$ cat src/hw/ulfc_pkg.sv
// constants, state types and encodings for the uart line flow control block
package ulfc_pkg;
    localparam int CHAR_W = 9;                   // received/sent character incl. ninth bit
    localparam int BYTE_W = 8;                   // byte stored toward the receive fifo
    localparam logic [2:0] FLOW_MODE_SOFT = 3'h2;    // in-band halt/resume flow control
    localparam logic [2:0] FLOW_MODE_MD_TXON = 3'h3; // multidrop, transmitter always on
    localparam logic [2:0] FLOW_MODE_MD_TXMATCH = 3'h4; // multidrop, transmitter on match
    localparam logic [2:0] PIN_MODE_RS485 = 3'h3;    // pin function code for auto direction
    localparam logic [3:0] DELAY_NONE = 4'h0;        // turnaround delay setting: none
    localparam logic [3:0] DELAY_LAST = 4'h1;        // last bit time of a running delay
    localparam logic [1:0] BUF_EMPTY = 2'h0;
    localparam logic [1:0] BUF_ONE = 2'h1;
    localparam logic [1:0] BUF_FULL = 2'h2;

    // driver direction sequencer, one-hot
    typedef enum logic [2:0] {
        DIR_IDLE = 3'b001,
        DIR_SEND = 3'b010,
        DIR_HOLD = 3'b100
    } ulfc_dir_t;

    typedef struct packed {
        logic               paused;
        logic               match;
        logic               launched;
        ulfc_dir_t          dir_state;
        logic [3:0]         delay_cnt;
        logic               hold_vld;
        logic [CHAR_W-1:0]  hold_data;
        logic               out_vld;
        logic               in_rdy;
        logic               dir_pin;
        logic               rx_en;
        logic               rx_push;
        logic [BYTE_W-1:0]  rx_data;
        logic               overrun;
    } ulfc_state_t;
endpackage

$ cat src/hw/ulfc_stream_if.sv
// valid/ready byte stream between the block's modules
`timescale 1ns/1ns
`default_nettype none
interface ulfc_stream_if #(parameter int W = 8);
    logic         valid;
    logic         ready;
    logic [W-1:0] data;
    modport src (output valid, output data, input ready);
    modport snk (input valid, input data, output ready);
endinterface
`default_nettype wire

$ cat src/hw/ulfc_top.sv
// uart line control: halt/resume, rs485 direction, multidrop, half duplex
`timescale 1ns/1ns
`default_nettype none
module ulfc_top
    import ulfc_pkg::*;
(
    input  wire logic              clock_i,
    input  wire logic              rst_i,
    input  wire logic [2:0]        flow_mode_i,
    input  wire logic              half_duplex_i,
    input  wire logic [2:0]        pin_mode_i,
    input  wire logic              dir_polarity_i,
    input  wire logic [3:0]        turnaround_delay_i,
    input  wire logic [7:0]        resume_char_i,
    input  wire logic [7:0]        halt_char_i,
    input  wire logic              bit_tick_i,
    input  wire logic              rx_valid_i,
    input  wire logic [CHAR_W-1:0] rx_char_i,
    output logic                   rx_out_valid_o,
    output logic [BYTE_W-1:0]      rx_out_data_o,
    input  wire logic              rx_out_ready_i,
    output logic                   rx_overrun_o,
    output logic                   rx_enable_o,
    input  wire logic              tx_in_valid_i,
    input  wire logic [CHAR_W-1:0] tx_in_data_i,
    output logic                   tx_in_ready_o,
    output logic                   tx_out_valid_o,
    output logic [CHAR_W-1:0]      tx_out_data_o,
    input  wire logic              tx_out_ready_i,
    input  wire logic              tx_shift_busy_i,
    output logic                   driver_direction_out_o
);
    ulfc_state_t s_ff;
    ulfc_state_t nxt_s;
    logic        soft_mode;
    logic        md_mode;
    logic        rs485;
    logic        tx_active;
    logic        rx_ok;
    logic        is_uni;
    logic        is_multi;
    logic        accept;
    logic        release_c;
    logic        tx_done;
    logic        permit;

    ulfc_stream_if #(.W(BYTE_W)) rx_in_s ();
    ulfc_stream_if #(.W(BYTE_W)) rx_out_s ();

    // mode decode and shared conditions
    assign soft_mode = (flow_mode_i == FLOW_MODE_SOFT);
    assign md_mode = (flow_mode_i == FLOW_MODE_MD_TXON) ||
                     (flow_mode_i == FLOW_MODE_MD_TXMATCH);
    assign rs485 = (pin_mode_i == PIN_MODE_RS485);
    assign tx_active = s_ff.out_vld | s_ff.launched | tx_shift_busy_i;
    assign rx_ok = rx_valid_i & ~(half_duplex_i & tx_active);
    assign is_uni = (rx_char_i[7:0] == resume_char_i);
    assign is_multi = (rx_char_i[7:0] == halt_char_i);
    assign accept = tx_in_valid_i & s_ff.in_rdy;
    assign release_c = s_ff.out_vld & tx_out_ready_i;
    assign tx_done = ~s_ff.hold_vld & ~s_ff.launched & ~tx_shift_busy_i & ~s_ff.out_vld;

    // next state of the whole block
    always_comb begin
        nxt_s = s_ff;
        nxt_s.rx_push = 1'b0;
        nxt_s.rx_data = rx_char_i[7:0];
        // receive side: flow characters and addressing
        if (!soft_mode) begin
            nxt_s.paused = 1'b0;
        end
        if (!md_mode) begin
            nxt_s.match = 1'b0;
        end
        if (rx_ok) begin
            if (soft_mode) begin
                if (is_multi) begin
                    nxt_s.paused = 1'b1;
                end else if (is_uni) begin
                    nxt_s.paused = 1'b0;
                end else begin
                    nxt_s.rx_push = 1'b1;
                end
            end else if (md_mode) begin
                if (rx_char_i[8]) begin
                    nxt_s.match = is_uni | is_multi;
                end else begin
                    nxt_s.rx_push = s_ff.match;
                end
            end else begin
                nxt_s.rx_push = 1'b1;
            end
        end
        nxt_s.rx_en = ~md_mode | nxt_s.match;
        nxt_s.overrun = s_ff.rx_push & ~rx_in_s.ready;
        // transmit holding stage; in-flight char is never cut
        nxt_s.launched = release_c | (s_ff.launched & ~tx_shift_busy_i);
        if (release_c) begin
            nxt_s.hold_vld = 1'b0;
        end
        if (accept) begin
            nxt_s.hold_vld = 1'b1;
            nxt_s.hold_data = tx_in_data_i;
        end
        nxt_s.in_rdy = ~nxt_s.hold_vld;
        // direction sequencer
        case (s_ff.dir_state)
            DIR_IDLE: begin
                if (rs485 && s_ff.hold_vld) begin
                    nxt_s.dir_state = DIR_SEND;
                end
            end
            DIR_SEND: begin
                if (!rs485) begin
                    nxt_s.dir_state = DIR_IDLE;
                end else if (tx_done) begin
                    if (turnaround_delay_i == DELAY_NONE) begin
                        nxt_s.dir_state = DIR_IDLE;
                    end else begin
                        nxt_s.dir_state = DIR_HOLD;
                        nxt_s.delay_cnt = turnaround_delay_i;
                    end
                end
            end
            DIR_HOLD: begin
                if (!rs485) begin
                    nxt_s.dir_state = DIR_IDLE;
                end else if (s_ff.hold_vld) begin
                    nxt_s.dir_state = DIR_SEND;
                end else if (bit_tick_i) begin
                    if (s_ff.delay_cnt == DELAY_LAST) begin
                        nxt_s.dir_state = DIR_IDLE;
                    end else begin
                        nxt_s.delay_cnt = s_ff.delay_cnt - DELAY_LAST;
                    end
                end
            end
            default: begin
                nxt_s.dir_state = DIR_IDLE;
            end
        endcase
        // tx offered only when unpaused, addressed in mode 4 and, in rs485 mode, the driver is already on
        permit = ~nxt_s.paused &
                 ((flow_mode_i != FLOW_MODE_MD_TXMATCH) | nxt_s.match) &
                 (~rs485 | (s_ff.dir_state == DIR_SEND));
        nxt_s.out_vld = nxt_s.hold_vld & permit;
        nxt_s.dir_pin = (rs485 && nxt_s.dir_state != DIR_IDLE) ?
                        dir_polarity_i : ~dir_polarity_i;
    end

    // state register
    always_ff @(posedge clock_i) begin
        if (rst_i) begin
            s_ff <= '{dir_state: DIR_IDLE, in_rdy: 1'b1, dir_pin: 1'b1, rx_en: 1'b1,
                      default: '0};
        end else begin
            s_ff <= nxt_s;
        end
    end

    // receive path buffer toward the rx fifo
    assign rx_in_s.valid = s_ff.rx_push;
    assign rx_in_s.data = s_ff.rx_data;
    ulfc_buf2 #(.W(BYTE_W)) u_rx_buf (
        .clock_i (clock_i),
        .rst_i   (rst_i),
        .in_s    (rx_in_s),
        .out_s   (rx_out_s)
    );
    assign rx_out_valid_o = rx_out_s.valid;
    assign rx_out_data_o = rx_out_s.data;
    assign rx_out_s.ready = rx_out_ready_i;

    // outputs from the state register
    assign rx_overrun_o = s_ff.overrun;
    assign rx_enable_o = s_ff.rx_en;
    assign tx_in_ready_o = s_ff.in_rdy;
    assign tx_out_valid_o = s_ff.out_vld;
    assign tx_out_data_o = s_ff.hold_data;
    assign driver_direction_out_o = s_ff.dir_pin;
endmodule
`default_nettype wire

$ cat src/hw/ulfc_buf2.sv
// two-entry buffer with registered valid and ready
`timescale 1ns/1ns
`default_nettype none
module ulfc_buf2
    import ulfc_pkg::*;
#(
    parameter int W = 8
) (
    input  wire logic   clock_i,
    input  wire logic   rst_i,
    ulfc_stream_if.snk  in_s,
    ulfc_stream_if.src  out_s
);
    typedef struct packed {
        logic [1:0]   cnt;
        logic [W-1:0] e0;
        logic [W-1:0] e1;
        logic         vld;
        logic         rdy;
    } ulfc_buf_st_t;

    ulfc_buf_st_t s_ff;
    ulfc_buf_st_t nxt_s;
    logic         push;
    logic         pop;

    // head in e0, shift on pop, write behind the survivors
    always_comb begin
        nxt_s = s_ff;
        pop = s_ff.vld & out_s.ready;
        push = in_s.valid & s_ff.rdy;
        if (pop) begin
            nxt_s.e0 = s_ff.e1;
        end
        if (push) begin
            if (s_ff.cnt == BUF_EMPTY || (s_ff.cnt == BUF_ONE && pop)) begin
                nxt_s.e0 = in_s.data;
            end else begin
                nxt_s.e1 = in_s.data;
            end
        end
        nxt_s.cnt = s_ff.cnt + {1'b0, push} - {1'b0, pop};
        nxt_s.vld = (nxt_s.cnt != BUF_EMPTY);
        nxt_s.rdy = (nxt_s.cnt != BUF_FULL);
    end

    always_ff @(posedge clock_i) begin
        if (rst_i) begin
            s_ff <= '0;
        end else begin
            s_ff <= nxt_s;
        end
    end

    assign out_s.valid = s_ff.vld;
    assign out_s.data = s_ff.e0;
    assign in_s.ready = s_ff.rdy;
endmodule
`default_nettype wire

$ cat config.mk
export PLATFORM = sky130hd
export DESIGN_NAME = ulfc_top
export DESIGN_NICKNAME = d
export VERILOG_FILES = /design/src/hw/ulfc_pkg.sv /design/src/hw/ulfc_stream_if.sv /design/src/hw/ulfc_top.sv /design/src/hw/ulfc_buf2.sv
export SDC_FILE = /design/constraint.sdc
export NUM_CORES = 1
export LEC_CHECK = 0
export BUFFER_PORTS_ARGS = -buffer_cell sky130_fd_sc_hd__buf_4
export CELL_PAD_IN_SITES_DETAIL_PLACEMENT = 1
export CELL_PAD_IN_SITES_GLOBAL_PLACEMENT = 1
export CORE_ASPECT_RATIO = 1.4
export CORE_UTILIZATION = 40
export CTS_BUF_LIST = sky130_fd_sc_hd__clkbuf_8
export DETAILED_ROUTE_END_ITERATION = 10
export PLACE_DENSITY_LB_ADDON = 0.1
export RECOVER_POWER = 100
export SLEW_MARGIN = 10
export SYNTH_ARGS = -nofsm -noshare
export SYNTH_HDL_FRONTEND = slang
export SYNTH_HIERARCHICAL = 1
export SYNTH_SLANG_ARGS = --single-unit
$ cat constraint.sdc
create_clock -name clock_i -period 2.6 [get_ports clock_i]
set_clock_uncertainty 0.05 [all_clocks]
set_input_delay 0.26 -clock clock_i [delete_from_list [all_inputs] [get_ports clock_i]]
set_output_delay 0.26 -clock clock_i [all_outputs]
set_load 0.02 [all_outputs]
==> results of run 1 <==
==> through the flow <==
stage | std cells | util [%] | total power [uW]
floorplan | 301 | - | 1170
global placement | 425 | 48.8 | 1300
detailed placement | 425 | 48.8 | 1310
CTS | 433 | 50.5 | 1870
global route | 433 | 48.5 | 1910
finish | 433 | 48.5 | 1820
==> state kept, by name, indices dropped and copies added (netlist names) <==
signal / flops
rx_in_s.valid: 1
tx_out_data_o: 9
tx_out_valid_o: 1
rx_in_s.data: 8
u_rx_buf/out_s.valid: 1
rx_enable_o: 1
rx_overrun_o: 1
driver_direction_out_o: 1
u_rx_buf/in_s.ready: 1
u_rx_buf/out_s.data: 8
tx_in_ready_o: 1
u_rx_buf/s_ff: 10
s_ff: 11
==> layout by cell type (no fill, tap or decap), types with 6 or more instances in the layout <==
cell,netlist,layout
nor2b_1,11,11
dfxtp_1,54,54
o31ai_1,9,9
inv_1,7,8
xnor2_1,10,10
nand2b_1,14,14
xor2_1,9,9
nor3b_1,6,6
a21oi_1,16,16
nor2_1,15,15
clkbuf_1,7,24
nand2_1,40,41
mux2i_1,17,17
buf_4,17,54
or4_1,9,9
==> worst max-delay path, cell delays in order (launching register included) <==
cell,delay [ns]
dfxtp_1,0.38
or4_1,0.64
o32ai_1,0.38
nand2_1,0.23
a311oi_2,0.29
a211oi_1,0.08
==> power by group through the flow <==
stage               Clock [uW]  Combinational (uW)  Sequential, uW
global route               609                 382             921
floorplan                    0                 234             934
global placement             0                 368             936
finish                     562                 345             914
CTS                        579                 377             919
detailed placement           0                 376             939
==> routing by layer <==
layer  part of all wire (%)  vias to the layer above  routed length, um  global-route usage [%]
met1                     42                     1076               2690                    21.7
met2                     54                       46               3400                    35.1
met4                    1.2                        0                 75                    5.43
li1                       -                     1147                  -                       -
met3                    3.0                        6                191                    2.53
met5                      0                        -                  0                       0
==> layout make-up <==
cell class                      instances  area [um^2]  area share (%)
Sequential cell                        54         1080            34.0
Clock buffer                            5         68.8            2.16
Multi-Input combinational cell        211         1370            43.2
Tap cell                               74         92.6            2.91
Inverter                                8         30.0           0.943
Clock inverter                          3         41.3            1.30
Timing Repair Buffer                   78          495            15.6
==> worst min path at each step <==
stage	from	end	slack [ns]	cells after the start
2_1_floorplan	rst_i	s_ff[30]$_SDFF_PP0_	0.30	1
3_3_place_gp	tx_out_data_o[4]$_SDFFE_PP0P_	tx_out_data_o[4]$_SDFFE_PP0P_	0.39	2
3_5_place_dp	tx_out_data_o[8]$_SDFFE_PP0P_	tx_out_data_o[8]$_SDFFE_PP0P_	0.40	2
4_1_cts	tx_in_data_i[8]	tx_out_data_o[8]$_SDFFE_PP0P_	0.13	3
5_1_grt	tx_in_data_i[1]	tx_out_data_o[1]$_SDFFE_PP0P_	0.13	3
6_report	tx_in_data_i[8]	tx_out_data_o[8]$_SDFFE_PP0P_	0.14	3
==> kinds of logic (layout without fill, tap and decap cells) <==
group,count (synthesis),in the layout,share of synthesized area (%)
AO/OA/AOI/OAI,55,55,15.3
XOR/XNOR,19,19,6.15
adder cells (fa/ha/maj),3,3,1.39
buffers and inverters,36,94,7.77
flip-flops,54,54,39.9
multiplexers,17,17,6.29
AND/OR/NAND/NOR,117,117,23.1
==> impl_results.rst, run 1 <==
.. list-table::
   :header-rows: 1

   * - Metric
     - Value
   * - Outcome
     - finished clean
   * - Flop and latch count out of synthesis
     - 54
   * - Area share of the largest cell type after synthesis
     - 39.9%
   * - Overall die height
     - 99.3 um
   * - Port-buffer cells
     - 76
   * - Starting utilization of the core area
     - 41.2%
   * - Endpoint of the most critical setup path
     - s_ff[25]$_SDFFE_PP0P_
   * - Detailed Routing Iterations Pass 1
     - 4
   * - Setup Fix Bufs, Post-CTS
     - 0
   * - Cell accounting for the most synthesized area
     - dfxtp_1
   * - Cell area after synthesis
     - between 2000 and 3000 um^2
   * - Number of clock sinks
     - 54
   * - Count of nets left with antenna violations after detail routing
     - 0
   * - Relative contribution of sequential cells to total power
     - 50.2%
   * - Boundary Pins
     - 77
   * - Overall global routing resource usage
     - 18.7%
   * - Flop2flop setup slack
     - approximately 0.42 ns
   * - Final setup violating endpoints
     - 0
   * - Final cycle utilization of the critical path
     - 83.7%
   * - Pre-CTS setup slack
     - 0.559 ns
   * - Layout Area Growth over Synthesis
     - 17.6%
   * - Sequential area share after synthesis
     - 39.9%
   * - Critical-path maximum fanout
     - 7
   * - Worst supply voltage drop on vdd
     - 0.000286 V
   * - Die Outline Area
     - 7100 um^2
   * - Synth top cells by count
     - 54 x dfxtp_1, 40 x nand2_1, 17 x buf_4, 17 x mux2i_1, 16 x a21oi_1
   * - Leading post-synthesis cells by cell area
     - dfxtp_1 40%, mux2i_1 6.3%, nand2_1 5.5%, buf_4 4.7%, nand2b_1 3.2%
   * - Number of enable flip-flop cells after synthesis
     - 0
   * - Rows
     - 35
   * - Post-Synthesis Net Count
     - 358
   * - Mapped Avg Cell Area
     - 8.99 um^2
   * - Clock H-tree levels
     - 2
   * - Instance count of the mapped netlist
     - 301
   * - Setup WS post-layout
     - 0.425 ns
   * - Net count reported at finish
     - 415
   * - Most common cell in the synthesized netlist
     - dfxtp_1
   * - Worst min-delay path class
     - in2reg
   * - Max Transition Viols Final
     - 0
   * - Final period demand of the worst path
     - 2.18 ns
   * - Via density per instance
     - 5.25
   * - Library cells used by synthesis
     - 50
   * - Total Routed Length
     - between 6000 and 7000 um
   * - CTS Hold Buffers Added
     - 0
   * - Post-synthesis async set-or-reset flop share
     - 0%
   * - Final weighted congestion in routability-driven placement
     - around 0.85
   * - Design Area, Final
     - 3180 um^2
   * - Detailed Route Iter0 Violations
     - 97
   * - P_int
     - 1310 uW
   * - Highest attainable clock frequency
     - 460 MHz
   * - Final count of hold timing violations
     - 0
   * - Fraction of power consumed by combinational cells
     - 19.0%
   * - Setup TNS
     - 0 ns
   * - Clock-pin slew on the worst setup and hold paths
     - 0.10 ns
   * - Fillers
     - 839
   * - Number of clock buffers inserted by TritonCTS
     - 5
   * - Worst flop-to-flop path startpoint
     - s_ff[23]$_SDFF_PP0_
   * - Largest net degree at the start of global routing
     - 54
   * - Via count of the first global-routing pass
     - 2274
   * - Number of vias after detailed routing
     - between 2000 and 2500
   * - Slew headroom
     - 34.3%
   * - Reg-to-Reg End
     - s_ff[25]$_SDFFE_PP0P_
   * - Worst Path Arrival
     - 2.30 ns
   * - Number of remaining DRC errors
     - 0
   * - Worst hold margin
     - 0.145 ns
   * - Insertion delay to the later sink of the worst-skew pair
     - 0.30 ns
   * - Type of origin of the critical path
     - register
   * - Antenna cell count
     - 0
   * - Transition time at the pin with the least slew margin
     - 0.978 ns
   * - NetSw
     - 508 uW
   * - Die span in x
     - 71.5 um
   * - Static power due to leakage
     - 0.00130 uW
   * - Cell area reported after detailed placement
     - 3200 um^2
   * - Number of antenna violations at the first check in global routing
     - 0
   * - Switching share of power
     - 27.9%
   * - Reg2Reg Depth
     - 5
   * - RSZ-0062 raised after global routing
     - no
   * - Kind of capture point of the worst setup path
     - register
   * - TritonCTS clock tree
     - built
   * - Most used flip-flop cell after synthesis
     - dfxtp_1
   * - Leftover overflow at the end of global routing
     - 0
   * - Fraction of final layout cells sized beyond drive strength 1
     - 18.1%
   * - First element of the critical path
     - s_ff[23]$_SDFF_PP0_
   * - Critical path type
     - reg2reg
   * - PostCTS Resize Cnt
     - 0
   * - Root Buffer
     - clkbuf_8
   * - Core Region
     - around 6600 um^2
   * - Number of buffers on the longest clock path
     - 2
   * - Required @ worst endpoint
     - 2.72 ns
   * - Synth Warn #
     - 6
   * - Clock network power share
     - 30.9%
   * - Wire length per cell
     - 14.7 um
   * - # Max-Cap Violations
     - 0
   * - Power density normalized to cell area
     - 572 nW/um^2
   * - Global-route wire length before repair
     - between 10000 and 15000 um
   * - HPWL Detailed
     - 4840 um
Power figures use the tool's default switching activity.
==> run 2: changes to the inputs <==
ABC_AREA = 1   (was unset)
CORE_UTILIZATION = 38   (was 40)
clock period = 2.02 ns   (was 2.6 ns; I/O delays follow)
==> run 2 against run 1 <==
  * Register-to-register slack lost 0.03 ns
  * Setup slack lost 0.063 ns
  * Global-route usage grew 0.95 points
  * Via count grew 20%
  * Sequential cell count is the same
  * Count of clock-buffer cells in the layout grew 2
  * Critical path depth shrank 1
  * Sequential share of layout area shrank 2.6 points
  * Cell area grew 8.2%
  * Largest cell class unchanged
  * Highest routed layer unchanged
==> impl_results.rst, run 2 <==
.. list-table::
   :header-rows: 1

   * - Metric
     - Value
   * - Setup WS post-layout
     - 0.361 ns (-0.0634 ns)
   * - Port-buffer cells
     - 76 (unchanged)
   * - Sequential area share after synthesis
     - 37.0% (-2.9 points)
   * - Rows
     - 37 (+5.7%)
   * - Mapped Avg Cell Area
     - 6.66 um^2 (-26%)
   * - Core Region
     - 7410 um^2 (+13%)
   * - Placed Instances
     - 588 (+38%)
   * - Slowest cell on the critical path
     - clkinv_1
   * - Library cells used by synthesis
     - 31 (-38%)
   * - Count of nets left with antenna violations after detail routing
     - 0 (unchanged)
   * - Synth top cells by count
     - 120 x nand2_1, 76 x nor2_1, 54 x dfxtp_1, 54 x inv_1, 32 x nand3_1
   * - Instance count of the mapped netlist
     - 438 (+46%)
   * - CTS Hold Buffers Added
     - 0 (unchanged)
   * - Most common library cell in the layout ignoring fill and taps
     - nand2_1
   * - Via count of the first global-routing pass
     - 2835 (+25%)
   * - Critical-path maximum fanout
     - 19 (+12)
   * - Final period demand of the worst path
     - 1.66 ns
   * - Number of remaining DRC errors
     - 0 (unchanged)
   * - Die Outline Area
     - 8040 um^2 (+13%)
   * - Layout Area Growth over Synthesis
     - 18.1%
   * - Total Routed Length
     - 7360 um (+16%)
   * - Highest attainable clock frequency
     - 603 MHz
   * - Synth Warn #
     - 6 (unchanged)
   * - Cell area after synthesis
     - 2920 um^2 (+7.8%)
   * - Worst flop-to-flop path startpoint
     - s_ff[29]$_SDFF_PP0_
   * - Flop and latch count out of synthesis
     - 54 (unchanged)
   * - Final cycle utilization of the critical path
     - around 82%
   * - Fraction of final layout cells sized beyond drive strength 1
     - 15.8% (-2.3 points)
   * - Net count reported at finish
     - 555 (+34%)
   * - Pre-CTS setup slack
     - 0.512 ns (-0.0469 ns)
   * - Largest incremental delay on the critical path
     - 0.71 ns (+0.07 ns)
   * - Via density per instance
     - 4.59 (-13%)
   * - Most used cells in the layout excluding fill and tap cells
     - 120 x nand2_1, 76 x nor2_1, 55 x buf_4
   * - Area share of the largest cell type after synthesis
     - 37.0% (-2.9 points)
   * - Number of buffers on the longest clock path
     - 2 (unchanged)
   * - Final weighted congestion in routability-driven placement
     - 0.775 (-8.8%)
   * - Die span in x
     - 76.1 um (+6.3%)
   * - Antenna cell count
     - 0 (unchanged)
   * - Worst Path Arrival
     - 1.81 ns (-0.49 ns)
   * - Largest net degree at the start of global routing
     - 20 (-63%)
   * - Cell repeated most along the worst path
     - nand2_1
   * - Reg2Reg Depth
     - 9 (+4)
   * - Root Buffer
     - clkbuf_8
   * - Type of origin of the critical path
     - input pin
   * - PostCTS Resize Cnt
     - 0 (unchanged)
   * - Detailed Routing Iterations Pass 1
     - 4 (unchanged)
   * - Setup TNS
     - 0 ns (unchanged)
   * - Wire length per cell
     - 12.4 um (-16%)
   * - Overall Power
     - 2570 uW (+41%)
   * - Most common cell in the synthesized netlist
     - nand2_1
   * - First element of the critical path
     - rst_i
   * - Starting utilization of the core area
     - 39.4% (-1.8 points)
   * - # Max-Cap Violations
     - 0 (unchanged)
   * - HPWL Detailed
     - 5860 um (+21%)
   * - Number of clock sinks
     - 54 (unchanged)
   * - Worst supply voltage drop on vdd
     - 0.000364 V (+28%)
   * - Final core utilization
     - 46.5% (-2.0 points)
   * - Clock H-tree levels
     - 2 (unchanged)
   * - Boundary Pins
     - 77 (unchanged)
   * - Final count of hold timing violations
     - 0 (unchanged)
   * - RSZ-0062 raised after global routing
     - no
   * - Slew headroom
     - 42.4% (+8.1 points)
   * - Power density normalized to cell area
     - 746 nW/um^2 (+30%)
   * - Most used flip-flop cell after synthesis
     - dfxtp_1
   * - Sequence of cells on the critical path
     - clkbuf_1 -> clkinv_1 -> nand2_1 -> nand2_1
   * - Number of non-filler instances in the completed layout
     - 596 (+38%)
   * - Clock-pin slew on the worst setup and hold paths
     - 0.10 ns (about the same)
   * - Number of vias after detailed routing
     - 2738 (+20%)
   * - Worst min-delay path class
     - in2reg
   * - Number of clock buffers inserted by TritonCTS
     - 5 (unchanged)
   * - Critical path type
     - in2reg
   * - Number of antenna violations at the first check in global routing
     - 0 (unchanged)
   * - Leftover overflow at the end of global routing
     - 0 (unchanged)
   * - TritonCTS clock tree
     - built
   * - Number of flip-flops in the largest register
     - 11 (unchanged)
   * - Detailed Route Iter0 Violations
     - 68 (-30%)
   * - Cell accounting for the most synthesized area
     - dfxtp_1
   * - Final setup violating endpoints
     - 0 (unchanged)
   * - Overall global routing resource usage
     - 19.6% (+0.95 points)
   * - Kind of capture point of the worst setup path
     - register
   * - Leading post-synthesis cells by cell area
     - dfxtp_1 37%, nand2_1 15%, nor2_1 9.8%, inv_1 6.9%, nand3_1 5.5%
   * - Insertion delay to the later sink of the worst-skew pair
     - 0.31 ns (about the same)
   * - Overall die height
     - 106 um (+6.4%)
   * - Number of enable flip-flop cells after synthesis
     - 0 (unchanged)
   * - Setup Fix Bufs, Post-CTS
     - 0 (unchanged)
   * - Start point of the worst hold path
     - tx_in_data_i[1]
   * - Static power due to leakage
     - 0.00170 uW (+31%)
   * - Post-synthesis async set-or-reset flop share
     - 0% (unchanged)
   * - Outcome
     - finished clean
   * - Transition time at the pin with the least slew margin
     - 0.864 ns (-0.114 ns)
   * - Post-Synthesis Net Count
     - 495 (+38%)
   * - Number of cells traversed by the worst hold path
     - 3 (unchanged)
   * - Global-route wire length before repair
     - 12600 um (+19%)
   * - Most flops, register
     - s_ff
   * - Required @ worst endpoint
     - 2.18 ns (-0.54 ns)
   * - Max Transition Viols Final
     - 0 (unchanged)
-- run 2: cell count changes after synthesis, sizes merged, moves of 12 or more --
cell	before	now
nor2	15	79
nand3	1	33
mux2i	17	0
o21ai	6	18
nand2	41	124
nand2b	14	0
inv	7	59
-- run 2: layout make-up --
cell class | instances | area (um^2)
well taps | 97 | 121
clock inverters | 1 | 8.76
clock buffers | 7 | 96.3
repair buffers | 80 | 507
fillers | 1012 | 3960
flip-flops and latches | 54 | 1080
multi-input cells | 295 | 1400
inverters | 62 | 233
-- run 2: worst max-delay path: cells and delay by family --
family | cells | cell delay, ns
simple gates | 2 | 0.36
buf+inv | 2 | 1.24
-- run 2: through the flow --
| step | hold WS [ns] | instance area (um^2) |
|---|---|---|
| global placement | 0.372 | 3440 |
| floorplan | 0.221 | 2920 |
| finish | 0.0898 | 3440 |
| detailed placement | 0.377 | 3440 |
| CTS | 0.0794 | 3540 |
| global route | 0.0829 | 3440 |
-- run 2: kinds of logic after synthesis --
logic type | share of synthesized area [%]
AOI/OAI and AO/OA | 7.76
xor gates and xnor gates | 3.00
adders and majority gates | 1.29
buffers and inverters | 14.9
DFF | 37.0
and+or+nand+nor | 36.0
-- run 2: power breakdown --
| part | switching [uW] | leakage, uW | internal (uW) |
|---|---|---|---|
| registers | 66.5 | 0.000443 | 1160 |
| logic | 423 | 0.00121 | 240 |
| clock network | 365 | 0.0000544 | 315 |
| total | 855 | 0.00170 | 1710 |
-- run 2: metal layers --
| metal | vias up | GRT usage, % | wire (um) |
|---|---|---|---|
| met1 | 1245 | 20.4 | 2950 |
| met2 | 46 | 39.2 | 4070 |
| li1 | 1440 | - | - |
| met3 | 7 | 3.20 | 230 |
| met5 | - | 0 | 0 |
| met4 | 0 | 6.46 | 115 |
-- run 2: worst paths after layout --
path	endpoint	slack, ns
max	u_rx_buf/out_s.valid$_SDFF_PP0_	0.36
max reg2reg	driver_direction_out_o$_SDFF_PP1_	0.39
min	tx_out_data_o[1]$_SDFFE_PP0P_	0.09
min reg2reg	rx_overrun_o$_SDFF_PP0_	0.38
